File: config.mk
export PLATFORM = sky130hd
export DESIGN_NAME = scps_top
export DESIGN_NICKNAME = d
export VERILOG_FILES = /design/src/logic/scps_pkg.sv /design/src/logic/scps_clk_divider.sv /design/src/logic/scps_counter.sv /design/src/logic/scps_top.sv
export SDC_FILE = /design/constraint.sdc
export NUM_CORES = 1
export LEC_CHECK = 0
export ABC_AREA = 1
export ABC_CLOCK_PERIOD_IN_PS = 2000
export BUFFER_PORTS_ARGS = -buffer_cell sky130_fd_sc_hd__buf_2
export CELL_PAD_IN_SITES_DETAIL_PLACEMENT = 1
export CELL_PAD_IN_SITES_GLOBAL_PLACEMENT = 1
export CORE_ASPECT_RATIO = 0.9
export CORE_MARGIN = 10
export CORE_UTILIZATION = 38
export CTS_BUF_LIST = sky130_fd_sc_hd__clkbuf_16
export DETAILED_ROUTE_END_ITERATION = 16
export PLACE_DENSITY_LB_ADDON = 0.12
export RECOVER_POWER = 100
export SYNTH_ARGS = -nofsm -noshare
export SYNTH_HDL_FRONTEND = slang
export SYNTH_SLANG_ARGS = --single-unit
File: constraint.sdc
create_clock -name i_ref_clk -period 2 [get_ports i_ref_clk]
set_input_delay 0 -clock i_ref_clk [delete_from_list [all_inputs] [get_ports i_ref_clk]]
set_output_delay 0 -clock i_ref_clk [all_outputs]
set_load 0.05 [all_outputs]
File: src/logic/scps_pkg.sv
// Package: constants and types for clock source select and prescalers
package scps_pkg;

    // ==================================================
    // Counter widths and reset values
    localparam int unsigned SYS_PRESC_W   = 17;
    localparam int unsigned WATCH_PRESC_W = 8;
    localparam logic [SYS_PRESC_W-1:0]   SYS_PRESC_RST   = 17'h00000;
    localparam logic [WATCH_PRESC_W-1:0] WATCH_PRESC_RST = 8'h00;

    // ==================================================
    // Watch clock pre-divide (watch clock / 4)
    localparam int unsigned WATCH_PREDIV   = 4;
    localparam int unsigned WATCH_PREDIV_W = 2;

    // ==================================================
    // Medium-speed divider field encodings and ratios
    localparam logic [1:0] MED_DIV_8  = 2'h0;
    localparam logic [1:0] MED_DIV_16 = 2'h1;
    localparam logic [1:0] MED_DIV_32 = 2'h2;
    localparam logic [1:0] MED_DIV_64 = 2'h3;
    localparam int unsigned MED_DIV_CNT_W = 6;

    // ==================================================
    // Flag encodings
    localparam logic SRC_SYSTEM_OSC  = 1'b0;
    localparam logic SRC_ONCHIP_OSC  = 1'b1;
    localparam logic SRC_RESET_VALUE = SRC_SYSTEM_OSC;

    // ==================================================
    // Power modes
    typedef enum logic [2:0] {
        SCPS_MODE_ACTIVE_HI,
        SCPS_MODE_ACTIVE_MED,
        SCPS_MODE_SLEEP_HI,
        SCPS_MODE_SLEEP_MED,
        SCPS_MODE_SUBACTIVE,
        SCPS_MODE_SUBSLEEP,
        SCPS_MODE_WATCH,
        SCPS_MODE_STANDBY
    } scps_mode_t;

    // Medium-speed divider terminal count (ratio minus one)
    function automatic logic [MED_DIV_CNT_W-1:0] med_div_last(input logic [1:0] sel);
        case (sel)
            MED_DIV_8:  med_div_last = 6'h07;
            MED_DIV_16: med_div_last = 6'h0f;
            MED_DIV_32: med_div_last = 6'h1f;
            default:    med_div_last = 6'h3f;
        endcase
    endfunction

endpackage

File: src/logic/scps_clk_divider.sv
// Module: programmable enable divider producing one-cycle ticks
`timescale 1ns/1ps
`default_nettype none
module scps_clk_divider #(
    parameter int unsigned CNT_W = 6
) (
    // Clock and reset
    input  wire logic             i_ref_clk,
    input  wire logic             i_rst_n,
    // Control
    input  wire logic             i_clear,
    input  wire logic             i_in_tick,
    input  wire logic [CNT_W-1:0] i_last,
    // Output
    output logic                  o_tick
);

    // ==================================================
    // Counter
    logic [CNT_W-1:0] cnt_reg;
    logic [CNT_W-1:0] cnt_next;
    wire              at_last = (cnt_reg >= i_last);

    assign cnt_next = at_last ? '0 : cnt_reg + {{(CNT_W-1){1'b0}}, 1'b1};
    assign o_tick   = i_in_tick && at_last && !i_clear;

    always_ff @(posedge i_ref_clk) begin
        if (!i_rst_n || i_clear) begin
            cnt_reg <= '0;
        end else if (i_in_tick) begin
            cnt_reg <= cnt_next;
        end
    end

endmodule // scps_clk_divider
`default_nettype wire

File: src/logic/scps_counter.sv
// Module: free-running prescaler up-counter with clear and stop
`timescale 1ns/1ps
`default_nettype none
module scps_counter #(
    parameter int unsigned W = 8
) (
    // Clock and reset
    input  wire logic         i_ref_clk,
    input  wire logic         i_rst_n,
    // Control
    input  wire logic         i_clear,
    input  wire logic         i_count_en,
    // Count
    output logic [W-1:0]      o_count
);

    // ==================================================
    // Counter
    logic [W-1:0] cnt_reg;
    logic [W-1:0] cnt_next;

    assign cnt_next = cnt_reg + {{(W-1){1'b0}}, 1'b1};
    assign o_count  = cnt_reg;

    always_ff @(posedge i_ref_clk) begin
        if (!i_rst_n || i_clear) begin
            cnt_reg <= '0;
        end else if (i_count_en) begin
            cnt_reg <= cnt_next;
        end
    end

endmodule // scps_counter
`default_nettype wire

File: src/logic/scps_top.sv
// Module: system clock source latch and the two prescalers
//
// Summary of operation
// - Select pin low system osc, high on-chip
// - Capture select pin at reset release, hold
// - Only external or power-on reset resamples
// - Both flags 0 system osc, 1 on-chip
// - System prescaler is 17-bit system-clock up-counter
// - System prescaler cleared by reset, then counts
// - Low-power modes stop and clear system prescaler
// - No processor access to system prescaler
// - Medium-speed modes divide system prescaler input
// - Medium divider ratios 8, 16, 32, 64
// - Watch prescaler 8-bit on watch clock/4
// - Watch prescaler cleared by reset, then counts
// - Watch prescaler stops only in standby
`timescale 1ns/1ps
`default_nettype none
module scps_top
    import scps_pkg::*;
#(
    parameter int unsigned SYS_W   = SYS_PRESC_W,
    parameter int unsigned WATCH_W = WATCH_PRESC_W
) (
    // Clock and resets
    input  wire logic               i_ref_clk,
    input  wire logic               i_rst_n,
    input  wire logic               i_ext_rst_n,
    input  wire logic               i_por_rst_n,
    input  wire logic               i_wdt_rst_n,
    // Clock source select
    input  wire logic               i_osc_select_pin,
    // System clock and watch clock enables
    input  wire logic               i_sys_clk_en,
    input  wire logic               i_watch_clk_en,
    // Power mode and medium divider field
    input  wire scps_mode_t         i_mode,
    input  wire logic               i_medium_divider_bit_high,
    input  wire logic               i_medium_divider_bit_low,
    // Clock source flags
    output logic                    o_oscillator_source_flag,
    output logic                    o_select_pin_level_flag,
    // Prescaler taps
    output logic [SYS_W-1:0]        o_sys_presc_tap,
    output logic [WATCH_W-1:0]      o_watch_presc_tap
);

    // ==================================================
    // Reset qualification
    // The core reset covers all sources; only external and power-on
    // resets are allowed to resample the select pin.
    wire core_rst_n  = i_rst_n && i_ext_rst_n && i_por_rst_n && i_wdt_rst_n;
    wire sample_rst  = !i_ext_rst_n || !i_por_rst_n;

    logic sample_rst_reg;
    logic osc_src_reg;
    logic osc_src_next;
    wire  sample_win = sample_rst || sample_rst_reg;

    // Pin is tracked while the qualifying reset is asserted, taken once
    // more on the release edge and frozen after it, so a watchdog reset
    // leaves the choice intact.
    assign osc_src_next = sample_win ? i_osc_select_pin : osc_src_reg;

    // Kept running under the global reset so that releasing all resets
    // together still takes the pin level.
    always_ff @(posedge i_ref_clk) begin
        sample_rst_reg <= sample_rst;
    end

    always_ff @(posedge i_ref_clk) begin
        if (!i_rst_n) begin
            osc_src_reg <= SRC_RESET_VALUE;
        end else if (sample_win) begin
            osc_src_reg <= osc_src_next;
        end
    end

    // ==================================================
    // Flags: both report the latched choice
    always_ff @(posedge i_ref_clk) begin
        if (!i_rst_n) begin
            o_oscillator_source_flag <= SRC_RESET_VALUE;
            o_select_pin_level_flag  <= SRC_RESET_VALUE;
        end else begin
            o_oscillator_source_flag <= osc_src_reg;
            o_select_pin_level_flag  <= osc_src_reg;
        end
    end

    // ==================================================
    // Mode decode
    wire sys_stop = (i_mode == SCPS_MODE_STANDBY)  || (i_mode == SCPS_MODE_WATCH) ||
                    (i_mode == SCPS_MODE_SUBACTIVE) || (i_mode == SCPS_MODE_SUBSLEEP);
    wire med_mode = (i_mode == SCPS_MODE_ACTIVE_MED) || (i_mode == SCPS_MODE_SLEEP_MED);
    wire watch_stop = (i_mode == SCPS_MODE_STANDBY);

    wire [1:0] med_sel = {i_medium_divider_bit_high, i_medium_divider_bit_low};
    wire [MED_DIV_CNT_W-1:0] med_last = med_div_last(med_sel);

    // ==================================================
    // Medium-speed input divider for the system prescaler
    // Held cleared outside medium-speed modes so a later entry starts
    // on a full divided period.
    wire med_tick;

    scps_clk_divider #(
        .CNT_W     (MED_DIV_CNT_W)
    ) u_med_div (
        .i_ref_clk (i_ref_clk),
        .i_rst_n   (core_rst_n),
        .i_clear   (!med_mode || sys_stop),
        .i_in_tick (i_sys_clk_en),
        .i_last    (med_last),
        .o_tick    (med_tick)
    );

    wire sys_count_en = med_mode ? med_tick : i_sys_clk_en;

    // ==================================================
    // System prescaler: no processor path exists to this count
    wire [SYS_W-1:0] sys_count;

    scps_counter #(
        .W          (SYS_W)
    ) u_sys_presc (
        .i_ref_clk  (i_ref_clk),
        .i_rst_n    (core_rst_n),
        .i_clear    (sys_stop),
        .i_count_en (sys_count_en),
        .o_count    (sys_count)
    );

    // ==================================================
    // Watch clock divided by four
    localparam logic [WATCH_PREDIV_W-1:0] WATCH_LAST = WATCH_PREDIV_W'(WATCH_PREDIV - 1);
    wire watch_tick;

    scps_clk_divider #(
        .CNT_W     (WATCH_PREDIV_W)
    ) u_watch_div (
        .i_ref_clk (i_ref_clk),
        .i_rst_n   (core_rst_n),
        .i_clear   (1'b0),
        .i_in_tick (i_watch_clk_en && !watch_stop),
        .i_last    (WATCH_LAST),
        .o_tick    (watch_tick)
    );

    // ==================================================
    // Watch prescaler: stops but keeps its count in standby
    wire [WATCH_W-1:0] watch_count;

    scps_counter #(
        .W          (WATCH_W)
    ) u_watch_presc (
        .i_ref_clk  (i_ref_clk),
        .i_rst_n    (core_rst_n),
        .i_clear    (1'b0),
        .i_count_en (watch_tick),
        .o_count    (watch_count)
    );

    // ==================================================
    // Taps: bit n toggles at input rate / 2^(n+1); registered outputs
    always_ff @(posedge i_ref_clk) begin
        if (!core_rst_n) begin
            o_sys_presc_tap   <= SYS_PRESC_RST;
            o_watch_presc_tap <= WATCH_PRESC_RST;
        end else begin
            o_sys_presc_tap   <= sys_count;
            o_watch_presc_tap <= watch_count;
        end
    end

endmodule // scps_top
`default_nettype wire
== Word-level counts from Yosys, hierarchy flattened ==
Cells that the tools add are included.
Storage, ports and cells
  register bits after elaboration: 61
  input bits: 13
  output and inout bits: 27
  logic and storage cells: 50
Cells by class
  add/subtract/negate cells: 4
  $lt $le $gt $ge: 2
  eq/ne operators: 8
  mux-type cells: 4
  reduce and logical (&&, ||, !) cells: 23
Operator list (number)
  case mux 6 bit (3 select lines): 1
  adder 17 x 1 -> 17 bit, second input constant: 1
  equality test 3 bit, second input constant: 4
  logical OR 1 bit: 9
  adder 8 x 1 -> 8 bit, second input constant: 1
  logical AND 1 bit: 7
  adder 6 x 1 -> 6 bit, second input constant: 1
  greater-or-equal comparator 6 bit: 1
  logical NOT 1 bit: 6
  two-way mux 6 bit: 1
  equality test 3 x 1 -> 1 bit, second input constant: 1
  equality test 3 x 2 -> 1 bit, second input constant: 1
  adder 2 x 1 -> 2 bit, second input constant: 1
  equality test 2 x 1 -> 1 bit, second input constant: 1
  equality test 2 bit, second input constant: 1
  greater-or-equal comparator 2 bit, second input constant: 1
  logical NOT 2 bit: 1
  two-way mux 2 bit: 1
  two-way mux 1 bit: 1

== Longest topological paths before layout ==
  word-level depth: 8
  gate-level depth with buffers: 11
  mapped depth without buffers: 10

== Modules after synthesis ==
Synthesis repeated with hierarchy kept, for this count alone.
Second synthesis, totals
  cell total of the unflattened synthesis: 365
  area total of the unflattened synthesis: 2780.2 um^2
Modules (own cells, without submodules)
  scps_top: instances 1, cells an instance 108, area each 960.9 um^2, seq. area each 560.5 um^2
  scps_counter at u_sys_presc: instances 1, cells an instance 119, area each 833.3 um^2, seq. area each 340.3 um^2
  scps_clk_divider at u_med_div: instances 1, cells an instance 61, area each 456.7 um^2, seq. area each 120.1 um^2
  scps_counter at u_watch_presc: instances 1, cells an instance 52, area each 370.4 um^2, seq. area each 160.2 um^2
  scps_clk_divider at u_watch_div: instances 1, cells an instance 25, area each 158.9 um^2, seq. area each 40.0 um^2

== Worst setup path before layout ==
OpenSTA, ideal clock, no wires.
  path type: register to register
  from: register u_med_div.cnt_reg[4]
  to: register u_sys_presc.cnt_reg[4] (netlist: u_sys_presc.o_count[4])
  library setup time: 0.120 ns
  arrival: 1.408 ns
  data required time: 1.880 ns
  setup slack: 0.472 ns
  cell stages (with the launch flop): 11
  path buffers: 1
  clock period less this slack: 1.528 ns
  path through: dfxtp_1 -> ha_1 -> nand2_1 -> inv_1 -> a21oi_1 -> nand2_1 -> nand2_2 -> nand2_2 -> buf_2 -> nand2_1 -> a21oi_1
Between the ends
  longest elaborated chain between the ends: 4
Ends and longest elaborated chain
  from (decl): RTL line scps_clk_divider.sv:20  | logic [CNT_W-1:0] cnt_reg;
  from (signal assigned): RTL line scps_clk_divider.sv:31  | cnt_reg <= cnt_next;
  greater-or-equal comparator 6 bit: RTL line scps_clk_divider.sv:22  | wire at_last = (cnt_reg >= i_last);
  logical AND 1 bit (2 in series): RTL line scps_clk_divider.sv:25  | assign o_tick = i_in_tick && at_last && !i_clear;
  two-way mux 1 bit: RTL line scps_top.sv:118  | wire sys_count_en = med_mode ? med_tick : i_sys_clk_en;
  to (signal assigned): RTL line scps_counter.sv:29  | cnt_reg <= cnt_next;
  to (decl): RTL line scps_counter.sv:19  | logic [W-1:0] cnt_reg;
Every way passes these cells.
A chain may end at the register's enable or synchronous reset.

== Worst setup path after layout ==
  from: input i_ext_rst_n
  to: register u_med_div.cnt_reg[0]
Between the ends
  longest elaborated chain between the ends: 5
Ends and longest elaborated chain
  from (decl): RTL line scps_top.sv:28  | input wire logic i_ext_rst_n,
  logical AND 1 bit (3 in series): RTL line scps_top.sv:52  | wire core_rst_n = i_rst_n && i_ext_rst_n && i_por_rst_n && i_wdt_rst_n;
  logical NOT 1 bit
  logical OR 1 bit: RTL line scps_clk_divider.sv:28  | if (!i_rst_n || i_clear) begin
Every way passes these cells.

==> qor.yml <==
status: "complete, no violations"
arrival_ns: 2.03
worstPathCellList: "dlygate4sd3_1 -> buf_2 -> nand2_1 -> nor2_1 -> clkinv_1 -> or2_0 -> nor2_4 -> nand2_2 -> nor3b_1"
p_leak_uw: 0.001129
ir_drop_uv: 588.6
fin_nets: 420
reg2reg_to: "u_sys_presc.o_count[16]"
crit_buf_inv: 3
routed_wl_mm: 6.769
hold_start: "i_watch_clk_en"
cpLargestDelayFamily: "simple AND/OR/NAND/NOR gates"
synth_seq_cells: 61
post-synth-top-area-cell: "dfxtp_1"
cp-startpoint: "i_ext_rst_n"
cts_made_buffers: 9
clock_latency_ns: 0.33
die_w_um: 107.1
synth_top_cell_area_share_pct: 47.04
avgRoutedWirePerCell_um: 13.70
start_util_pct: 39.21
cp.required_ns: 2.25
relSlewSlack_pct: 59.11
rr_worst_depth: 8
numPortBuffers: 39
synthTopCellsByArea: "dfxtp_1, nand2_1, nor2_1"
fmax_mhz: 561.4
drcViolationCount: 0
tightestPinTransition_ns: 0.6160
r2r_slack_ns: 0.32
path_depth: 9
cts_tree: "built"
postRouteAntennaNets: 0
synth_area_um2: 2596
hold_depth: 4
routed_via_density: 4.818
crit_slowest_cell: "dlygate4sd3_1"
cts-hold-fix-buffers: 4
clkSlewWorstSetupHoldPaths_ns: 0.05
hpwl_mm: 4.812
postCtsSetupRepairBufs: 0
dp_cells: 475
dieArea_um2: 10540
routabilityCongestion: 0.7513
skew_ns: 0.004584
place_ws_ns: 0.3150
hp-class: "input port to flop"
r2r_start: "u_sys_presc.o_count[0]"
min_period_ns: 1.781
endpoint_kind: "flop"
std_cell_rows: 28
tns_ns: 0
antenna_found_initial: 0
avgSynthCellArea_um2: 7.376
grt_pass1_vias: 2530
rsz0062_at_grt: "no"
yosysSeqAreaShare_pct: 47.04
grt_start_max_net_pins: 29
whs_endpoint: "u_watch_div.cnt_reg[1]"
area_growth_pct: 21.35
finalHoldViolations: 0
critPathKind: "input port to flop"
synth_warnings: 0
synthCells: 352
first_iter_violations: 61
vias: 2380
cp_max_fo: 8
cellPowerDensity_nw_per_um2: 878.9
grt_first_pass_wirelength_mm: 11.83
drive_above_1_share_pct: 8.416
drv_cap: 0
final_util_pct: 47.58
grt_remaining_overflow: 0
diodes: 0
start_kind: "input port"
post-route-period-util_pct: 89.06
ios: 40
finalSetupViolations: 0
core_area_um2: 6621
htreeDepth: 3
clock_sinks: 61
synthesis.nets: 372
setup_slack_ns: 0.2188
max_stage_delay_ns: 0.54
clk_path_buf_depth: 2
dr.pass1.iters: 4
grt_usage_pct: 13.67
post_cts_resized: 0
drv_slew: 0
synth.distinct_cells: 25
stdcell_count: 494
cts_root_buf: "clkbuf_16"
fp.dieH_um: 98.42
synthesized netlist by cell type:
master and number:
buf_4 1, or2_2 1, buf_2 4, nor2_1 62, a21oi_1 27, nand3_1 29, o211a_1 1, nor2_4 2
inv_2 1, dfxtp_1 61, nor3b_2 1, inv_1 36, nand4_1 6, clkbuf_1 4, or2_1 1, o21ai_2 1
nor3_1 5, xnor2_1 1, ha_1 7, o21ai_0 9, xor2_1 8, o21a_1 2, nand2_1 77, nand2_2 4
buf_6 1
cells by family (layout without fill, tap and decap cells):
kind of cell,after synthesis,after routing,synth area share [%]
compound gates,40,40,8.241
xor+xnor,9,9,3.036
fa+ha+maj,7,7,3.373
buf+inv,47,99,7.422
flops,61,61,47.04
simple gates,188,188,30.89
routing by layer:
metal	track usage (%)	share of wire (%)	vias to the layer above	wire [um]
li1	-	-	1212	-
met1	15.98	46	1127	3122
met2	22.21	48	33	3223
met3	5.273	5.0	8	337
met4	4.891	1.3	0	85
met5	0	0	-	0
power by group:
group	switching (uW)	internal [uW]
Clock	524	942
Sequential	2.39	1220
Combinational	54.1	26.2
Total	580	2190
layout make-up:
type                    instances  area, um2
clock buffers                   9      225.2
clock inverters                 6      55.05
fillers                       868       3471
inverters                      37      138.9
multi-input cells             244       1167
flip-flops and latches         61       1221
well taps                      90      112.6
repair buffers                 47      230.2
stage by stage:
step                hold WS (ns)  total power (uW)  area [um2]
detailed placement        0.2252              1326        2880
global placement          0.2208              1324        2880
finish                   0.02346              2769        3151
floorplan                0.09763              1297        2596
global route             0.04417              2865        3151
CTS                      0.01323              2819        3201
cells in the final DEF, fill, tap and decap left out, types with 2 or more instances in the layout:
cell / count
o21ai_0: 9
dlygate4sd3_1: 4
nand4_1: 6
inv_1: 36
nor2_1: 63
xor2_1: 8
buf_4: 4
clkinv_1: 3
a21oi_1: 27
ha_1: 7
dfxtp_1: 61
o21a_1: 2
nand2_1: 78
buf_2: 11
clkbuf_1: 28
nand2_2: 3
nor3_1: 5
clkinv_2: 2
nand3_1: 29
clkbuf_16: 9
how the worst max path moves through the flow:
stage	slack, ns	to
5_1_grt	0.03	u_sys_presc.o_count[4]
6_report	0.22	u_med_div.cnt_reg[0]
3_5_place_dp	0.31	u_sys_presc.o_count[16]
3_3_place_gp	0.37	u_sys_presc.o_count[16]
4_1_cts	0.30	u_sys_presc.o_count[16]
2_1_floorplan	0.47	u_sys_presc.o_count[4]
worst register-to-register path, cell delays in order, from the launching register on:
cell and delay, ns:
dfxtp_1 0.41, ha_1 0.29, inv_1 0.06, nor2_1 0.25, nand2_1 0.16, o21ai_0 0.19
nand2_1 0.08, nand2_1 0.06, a21oi_1 0.07
Power figures use the tool's default switching activity.
